<file path="config.mk">
export PLATFORM = sky130hd
export DESIGN_NAME = sst_regs
export DESIGN_NICKNAME = d
export VERILOG_FILES = /design/src/logic/sst_pkg.sv /design/src/logic/sst_regs.sv
export SDC_FILE = /design/constraint.sdc
export NUM_CORES = 1
export LEC_CHECK = 0
export BUFFER_PORTS_ARGS = -buffer_cell sky130_fd_sc_hd__buf_4
export CORE_ASPECT_RATIO = 1.1
export CORE_MARGIN = 2
export CORE_UTILIZATION = 65
export CTS_BUF_LIST = sky130_fd_sc_hd__clkbuf_16
export CTS_CLUSTER_SIZE = 14
export DETAILED_ROUTE_END_ITERATION = 6
export GPL_TIMING_DRIVEN = 0
export HOLD_SLACK_MARGIN = 0.06
export PLACE_DENSITY = 0.9
export SYNTH_ARGS = -nofsm -noshare
export SYNTH_HDL_FRONTEND = slang
export SYNTH_SLANG_ARGS = --single-unit
</file>
<file path="constraint.sdc">
create_clock -name clk_i -period 9.4 [get_ports clk_i]
set_input_delay 1.41 -clock clk_i [delete_from_list [all_inputs] [get_ports clk_i]]
set_output_delay 1.41 -clock clk_i [all_outputs]
set_load 0.02 [all_outputs]
</file>
<file path="src/logic/sst_pkg.sv">
// Purpose: Constants and types for the speed switch threshold registers
// Assumes: 8-bit register port, 7-bit address, one 100 MHz clock
// Notes: Offsets without a printed value are placed in free slots
package sst_pkg;
   // ******************************
   // Register offsets
   // ******************************
   localparam logic [6:0] ADDR_STEP4_UP = 7'h6a;
   localparam logic [6:0] ADDR_STEP5_DN = 7'h6b;
   localparam logic [6:0] ADDR_AD_CTRL = 7'h6d;
   localparam logic [6:0] ADDR_FAST_ATH = 7'h6e;
   localparam logic [6:0] ADDR_FAST_DTH = 7'h6f;
   localparam logic [6:0] ADDR_SLOW_ATH = 7'h70;
   localparam logic [6:0] ADDR_SLOW_DTH = 7'h71;
   localparam logic [6:0] ADDR_SPEED_CFG = 7'h63;
   // ******************************
   // Reset values
   // ******************************
   localparam logic [7:0] RST_STEP4_UP = 8'h50;
   localparam logic [7:0] RST_STEP5_DN = 8'h48;
   localparam logic [7:0] RST_AD_CTRL = 8'hc4;
   localparam logic [7:0] RST_FAST_ATH = 8'h34;
   localparam logic [7:0] RST_FAST_DTH = 8'h20;
   localparam logic [7:0] RST_SLOW_ATH = 8'h20;
   localparam logic [7:0] RST_SLOW_DTH = 8'h34;
   localparam logic [7:0] RST_SPEED_CFG = 8'h04;
   // ******************************
   // Fields
   // ******************************
   localparam int STEP_LSB = 0;
   localparam int CFG_HI_BIT = 0;
   localparam int CFG_LO_BIT = 1;
   localparam int CFG_IVAL_LSB = 2;
   localparam logic [2:0] STEP_MIN = 3'h1;
   localparam logic [2:0] STEP_MAX = 3'h5;
   localparam logic [2:0] STEP_RESET = 3'h4;
   // ******************************
   // Resolutions and timing
   // ******************************
   typedef enum logic [2:0] {
      SST_CPI_250 = 3'h0, SST_CPI_500 = 3'h1, SST_CPI_750 = 3'h2,
      SST_CPI_1000 = 3'h3, SST_CPI_1250 = 3'h4
   } sst_cpi_t;
   localparam int CLK_MHZ = 100;
   localparam int TICK_US = 1000;
   localparam int TICK_CYC = TICK_US * CLK_MHZ;
   localparam int IVAL_BASE_MS = 4;
   // Register port carrier
   typedef struct packed {
      logic wr;
      logic rd;
      logic [6:0] addr;
      logic [7:0] wdata;
   } sst_req_t;
endpackage

</file>
<file path="src/logic/sst_regs.sv">
// Purpose: Speed switch threshold registers and resolution step control
// Assumes: Host port requests synchronous to clk_i; velocity given in ips*8
// Notes: Check interval counts 1 ms ticks; tick count is a parameter
`timescale 1ns/1ps
module sst_regs #(
   parameter int TICK_CYCLES = sst_pkg::TICK_CYC
) (
   input wire logic clk_i,
   input wire logic rst_i,
   input wire sst_pkg::sst_req_t req_i,
   input wire logic [7:0] velocity_i,
   input wire logic [7:0] shutter_i,
   output logic [7:0] rdata_o,
   output logic rvalid_o,
   output logic [2:0] step_o,
   output sst_pkg::sst_cpi_t cpi_o,
   output logic fast_o,
   output logic slow_o
);
   // Elaboration check on tick length
   if (TICK_CYCLES < 1) begin : g_bad_tick
      $error("TICK_CYCLES must be at least one");
   end

   // ******************************
   // Register file
   // ******************************
   localparam int NREG = 8;
   localparam logic [6:0] ADDRS [NREG] = '{
      sst_pkg::ADDR_STEP4_UP, sst_pkg::ADDR_STEP5_DN, sst_pkg::ADDR_AD_CTRL,
      sst_pkg::ADDR_FAST_ATH, sst_pkg::ADDR_FAST_DTH, sst_pkg::ADDR_SLOW_ATH,
      sst_pkg::ADDR_SLOW_DTH, sst_pkg::ADDR_SPEED_CFG};
   localparam logic [7:0] RSTS [NREG] = '{
      sst_pkg::RST_STEP4_UP, sst_pkg::RST_STEP5_DN, sst_pkg::RST_AD_CTRL,
      sst_pkg::RST_FAST_ATH, sst_pkg::RST_FAST_DTH, sst_pkg::RST_SLOW_ATH,
      sst_pkg::RST_SLOW_DTH, sst_pkg::RST_SPEED_CFG};
   logic [7:0] regs_reg [NREG];
   logic [7:0] regs_next [NREG];
   logic [7:0] rdata_reg, rdata_next;
   logic rvalid_reg, rvalid_next;

   // Address hit decode, shared by read and write paths
   function automatic logic hit(input logic [6:0] a, input int idx);
      hit = (a == ADDRS[idx]);
   endfunction

   // Writes store whole bytes; bits 7:6 of control kept as written
   always_comb begin
      for (int i = 0; i < NREG; i++) begin
         regs_next[i] = regs_reg[i];
         if (req_i.wr && hit(req_i.addr, i)) begin
            regs_next[i] = req_i.wdata;
         end
      end
   end

   // Readback, unmapped offsets read as zero
   always_comb begin
      rdata_next = 8'h00;
      rvalid_next = req_i.rd;
      for (int i = 0; i < NREG; i++) begin
         if (req_i.rd && hit(req_i.addr, i)) begin
            rdata_next = regs_reg[i];
         end
      end
   end

   generate
      for (genvar g = 0; g < NREG; g++) begin : g_reg
         always_ff @(posedge clk_i or posedge rst_i) begin
            if (rst_i) begin
               regs_reg[g] <= RSTS[g];
            end else begin
               regs_reg[g] <= regs_next[g];
            end
         end
      end
   endgenerate

   always_ff @(posedge clk_i or posedge rst_i) begin
      if (rst_i) begin
         rdata_reg <= 8'h00;
         rvalid_reg <= 1'b0;
      end else begin
         rdata_reg <= rdata_next;
         rvalid_reg <= rvalid_next;
      end
   end

   // ******************************
   // Field views
   // ******************************
   logic [7:0] up_th, dn_th, cfg;
   logic [7:0] fast_assert_level, fast_deassert_level;
   logic [7:0] slow_assert_level, slow_deassert_level;
   logic [2:0] top_step_select;
   logic [1:0] switch_check_interval;
   logic highest_resolution_enable, lowest_resolution_enable;
   assign up_th = regs_reg[0];
   assign dn_th = regs_reg[1];
   assign fast_assert_level = regs_reg[3];
   assign fast_deassert_level = regs_reg[4];
   assign slow_assert_level = regs_reg[5];
   assign slow_deassert_level = regs_reg[6];
   assign cfg = regs_reg[7];
   // Bits 7:6 are host duty; hardware ignores them
   assign top_step_select = regs_reg[2][sst_pkg::STEP_LSB +: 3];
   assign switch_check_interval = cfg[sst_pkg::CFG_IVAL_LSB +: 2];
   assign highest_resolution_enable = cfg[sst_pkg::CFG_HI_BIT];
   assign lowest_resolution_enable = cfg[sst_pkg::CFG_LO_BIT];

   // ******************************
   // Check interval timer
   // ******************************
   logic [31:0] tick_cnt_reg, tick_cnt_next;
   logic [4:0] ms_cnt_reg, ms_cnt_next;
   logic check_reg, check_next;
   logic [4:0] ms_target;

   // Interval of (field+1)*4 ms; 4 ms floor avoids step chatter
   always_comb begin
      ms_target = 5'((32'(switch_check_interval) + 32'd1) * sst_pkg::IVAL_BASE_MS);
      tick_cnt_next = tick_cnt_reg + 32'd1;
      ms_cnt_next = ms_cnt_reg;
      check_next = 1'b0;
      if (tick_cnt_reg >= 32'(TICK_CYCLES - 1)) begin
         tick_cnt_next = 32'd0;
         ms_cnt_next = ms_cnt_reg + 5'd1;
         if (ms_cnt_reg + 5'd1 >= ms_target) begin
            ms_cnt_next = 5'd0;
            check_next = 1'b1;
         end
      end
   end

   always_ff @(posedge clk_i or posedge rst_i) begin
      if (rst_i) begin
         tick_cnt_reg <= 32'd0;
         ms_cnt_reg <= 5'd0;
         check_reg <= 1'b0;
      end else begin
         tick_cnt_reg <= tick_cnt_next;
         ms_cnt_reg <= ms_cnt_next;
         check_reg <= check_next;
      end
   end

   // ******************************
   // Step control and shutter levels
   // ******************************
   logic [2:0] step_reg, step_next;
   logic [2:0] ceil_step;
   logic fast_reg, fast_next, slow_reg, slow_next;
   sst_pkg::sst_cpi_t cpi_reg, cpi_next;

   // Step walks within 1..top select; only steps 4/5 thresholds held here
   always_comb begin
      ceil_step = (top_step_select < sst_pkg::STEP_MIN) ? sst_pkg::STEP_MIN :
                  (top_step_select > sst_pkg::STEP_MAX) ? sst_pkg::STEP_MAX :
                  top_step_select;
      step_next = step_reg;
      if (step_reg > ceil_step) begin
         step_next = ceil_step;
      end else if (check_reg) begin
         if (velocity_i > up_th && step_reg < ceil_step) begin
            step_next = step_reg + 3'd1;
         end else if (velocity_i < dn_th && step_reg > sst_pkg::STEP_MIN) begin
            step_next = step_reg - 3'd1;
         end
      end
      case (step_next)
         3'h1: cpi_next = lowest_resolution_enable ? sst_pkg::SST_CPI_250
                          : sst_pkg::SST_CPI_500;
         3'h2: cpi_next = sst_pkg::SST_CPI_500;
         3'h3: cpi_next = sst_pkg::SST_CPI_750;
         3'h5: cpi_next = highest_resolution_enable ? sst_pkg::SST_CPI_1250
                          : sst_pkg::SST_CPI_1000;
         default: cpi_next = sst_pkg::SST_CPI_1000;
      endcase
      // Hysteresis pairs: fast asserts above, releases below; slow asserts below, releases above
      fast_next = fast_reg;
      if (shutter_i >= fast_assert_level) begin
         fast_next = 1'b1;
      end else if (shutter_i < fast_deassert_level) begin
         fast_next = 1'b0;
      end
      slow_next = slow_reg;
      if (shutter_i <= slow_assert_level) begin
         slow_next = 1'b1;
      end else if (shutter_i > slow_deassert_level) begin
         slow_next = 1'b0;
      end
   end

   always_ff @(posedge clk_i or posedge rst_i) begin
      if (rst_i) begin
         step_reg <= sst_pkg::STEP_RESET;
         cpi_reg <= sst_pkg::SST_CPI_1000;
         fast_reg <= 1'b0;
         slow_reg <= 1'b0;
      end else begin
         step_reg <= step_next;
         cpi_reg <= cpi_next;
         fast_reg <= fast_next;
         slow_reg <= slow_next;
      end
   end

   assign rdata_o = rdata_reg;
   assign rvalid_o = rvalid_reg;
   assign step_o = step_reg;
   assign cpi_o = cpi_reg;
   assign fast_o = fast_reg;
   assign slow_o = slow_reg;
endmodule

</file>
==> impl_metrics.yaml <==
place:
  io_buffers: 50
  postPlaceCellArea_sq_mm: 0.007010
  hpwl_um: 10990
  finalWeightedCongestion: 0.9261
worst_setup_path:
  max_stage_delay_ns: 1.05
  r2r_end: "cpi_o[2]"
  path_class: "input pin to flip-flop"
  path_max_fanout: 10
  cpMaxStageDelayCell: "nor3_1"
  start_kind: "input pin"
  cp.arrival_ns: 3.70
  crit_path_end_kind: "flip-flop"
  required_ns: 9.73
  r2r_slack_ns: 6.68
  cp_cell_sequence: "buf_4, buf_2, nand2_1, nor3_1, a222oi_1, mux2i_1, nor3_1, o21ai_1"
  path_common_cell: "nor3_1"
  worst_r2r_startpoint: "up_th[6]"
  r2r_cells: 10
floorplanning:
  rows: 38
  die_w_um: 98.63
  ios: 52
  die_h_um: 108.1
  fp.coreArea_sq_mm: 0.009747
  die_area_sq_mm: 0.01066
  initial_core_util_pct: 65.69
cts:
  post_cts_resized: 0
  cts_setup_buffers: 0
  cts-root-buf: "clkbuf_16"
  cts.clk_slew.worst_paths_ns: 0.05
  clock_latency_ns: 0.42
  holdBufCountCts: 0
  clkSinkCount: 119
  tritoncts: "built"
  cts_made_buffers: 17
  htreeDepth: 4
  cts_buffer_depth: 2
routing:
  dr_total_vias: 5584
  ant_nets: 0
  drc: 15
  wirelength_um: 17920
  dr.pass1.iters: 7
  viasPerCell: 6.768
  wire_per_inst_um: 21.72
  first_iter_violations: 601
global_route:
  grt_pass1_vias: 5788
  grt_max_degree: 64
  grt_pass1_wl_um: 28680
  overflow: 0
  antenna_found_initial: 0
  grt_usage_pct: 35.20
logic_synthesis:
  synth_top_area_cell: "dfrtp_1"
  synth_edf_count: 0
  ys_seq_area_share_pct: 46.88
  yosys-top-cells-area: "dfrtp_1 39%, ha_1 12%, mux2_2 9.1%, dfstp_2 7.8%, inv_1 3.6%"
  synth_area_per_cell_sq_um: 10.53
  synth_flop_cell: "dfrtp_1"
  ys_ff_latch: 119
  synth_simple_gate_area_share_pct: 13.52
  synth_top_area_share_pct: 39.09
  synthCells: 608
  synthArstFlopShare_pct: 100.0
  synth_mux_area_share_pct: 9.302
  synth_cell_type_count: 58
  synth_adder_area_share_pct: 11.53
  syn_area_sq_mm: 0.006402
  ys_warn_count: 0
  synth-xor-area-share_pct: 2.326
  synth_top_family_by_area: "simple AND/OR/NAND/NOR gates"
  synth-compound-area-share_pct: 12.00
pwr:
  p_int_mw: 1.182
  power.share.switching_pct: 28.75
  power_switching_mw: 0.4770
  power_mw: 1.659
  combPwrFrac_pct: 21.0
  peakVddDrop_v: 0.0001827
  p_leak_nw: 3.687
  clockPowerShare_pct: 41.7
  p_seq_share_pct: 37.3
  power_density_mw_per_mm2: 217.3
cells_and_area:
  diodes: 0
  largest_reg_flops: 32
  multi_input_area_sq_mm: 0.003178
  drive_gt1_share_pct: 23.69
  area_growth_pct: 19.25
  nNetsFinal: 786
  ff_latch_area_sq_mm: 0.003002
  fin_area_sq_mm: 0.007635
  nFillCells: 511
timing:
  worst_pin_slew_ns: 1.289
  fmax_mhz: 297.4
  finalSetupViolCount: 0
  skew_ns: 0.005535
  hold_viol_final: 0
  fin_crit_ns: 3.363
  rsz0062_at_grt: "no"
  slew_violations: 0
  fin_tns_setup_ns: 0
  max-slew-margin-rel_pct: 13.41
  finalCritPeriodShare_pct: 35.77
min_path:
  hold_path.startpoint: "slow_o"
  worst_hold_path.endpoint: "slow_o"
  holdPathStages: 1
  hp-class: "flip-flop to flip-flop"
run:
  drv_cap: 0
run_status:
  failed_checks: "DRC"
  status: "finished, violations left"
## cells in the final DEF (no fill, tap or decap), types with 8 or more instances in the layout
master       n
xor2_1       9
nor2_1      36
dfrtp_1    100
mux2_2      52
ha_1        59
nand2_1     55
dfstp_2     19
conb_1      15
a21o_1      14
buf_4       50
clkbuf_16   17
a21oi_1     16
inv_1       63
nand3_1     27
o21ai_0     32
xnor2_1      8
and3_1      11
## kinds of logic after synthesis
kind of cell    count (synthesis)
simple gates                  177
fa+ha+maj                      59
buf+inv                        74
compound gates                108
xor+xnor                       17
flops                         119
mux                            53
other cells                     1
## worst max-delay path: cells and delay by family
| kind | cells | cell delay, ns |
|---|---|---|
| AND/OR/NAND/NOR | 3 | 1.30 |
| buffers and inverters | 2 | 0.31 |
| multiplexers | 1 | 0.21 |
| AO/OA/AOI/OAI | 2 | 0.47 |
## cell type report
class / count / area share [%]
clock inverters: 15 / 2.540
clock buffers: 17 / 5.572
plain buffers: 12 / 0.6227
well taps: 120 / 1.967
inverters: 62 / 3.081
flip-flops and latches: 119 / 39.32
multi-input cells: 429 / 41.63
repair buffers: 51 / 5.277
## cell usage after synthesis (all sizes together) (2+ instances only)
library cell / instances
and3: 11
nand2: 56
buf: 5
and4: 2
dfstp: 19
o21a: 2
nor2b: 5
nor4: 6
clkbuf: 7
nor2: 37
or4: 2
or3: 3
dfrtp: 100
a2111oi: 2
xor2: 9
a21o: 14
xnor2: 8
ha: 59
a221o: 3
a31o: 3
nor3b: 2
o21ai: 39
inv: 62
a222oi: 7
mux2: 52
nand4: 5
a211oi: 3
a21oi: 17
nand2b: 7
a31oi: 2
nand3: 27
nor3: 8
and2: 4
a221oi: 7
o211ai: 3
## power groups by stage
stage	Sequential, mW	Clock (mW)	Combinational, mW
6_report	0.619	0.692	0.349
3_3_place_gp	0.619	0	0.301
4_1_cts	0.616	0.689	0.343
2_1_floorplan	0.621	0	0.223
3_5_place_dp	0.622	0	0.323
5_1_grt	0.623	0.718	0.382
## layer usage
| layer | track usage, % | vias up | part of all wire [%] |
|---|---|---|---|
| met3 | 9.050 | 155 | 9.3 |
| met2 | 59.14 | 447 | 48 |
| met4 | 23.19 | 0 | 7.4 |
| li1 | - | 2310 | - |
| met1 | 39.85 | 2672 | 35 |
| met5 | 0 | - | 0 |
## worst max-delay path by stage
stage | start | to | slack (ns) | cells past startpoint
5_1_grt | req_i[9] | slow_assert_level[3] | 5.98 | 8
4_1_cts | req_i[8] | rdata_o[5] | 6.04 | 8
3_3_place_gp | rst_i | rdata_o[1] | 3.79 | 2
6_report | req_i[8] | rdata_o[6] | 6.04 | 8
3_5_place_dp | req_i[8] | rdata_o[5] | 5.72 | 8
2_1_floorplan | rst_i | cfg[0] | 4.86 | 1
## metrics by stage
stage	utilization (%)	setup WS [ns]	instances	hold slack [ns]
floorplan	-	4.864	622	0.4403
global placement	71.62	3.792	792	0.4628
detailed placement	71.93	5.723	793	0.4802
CTS	78.28	6.037	825	0.4901
global route	78.33	5.976	825	0.5237
finish	78.33	6.037	825	0.4889
Power figures use the tool's default switching activity.
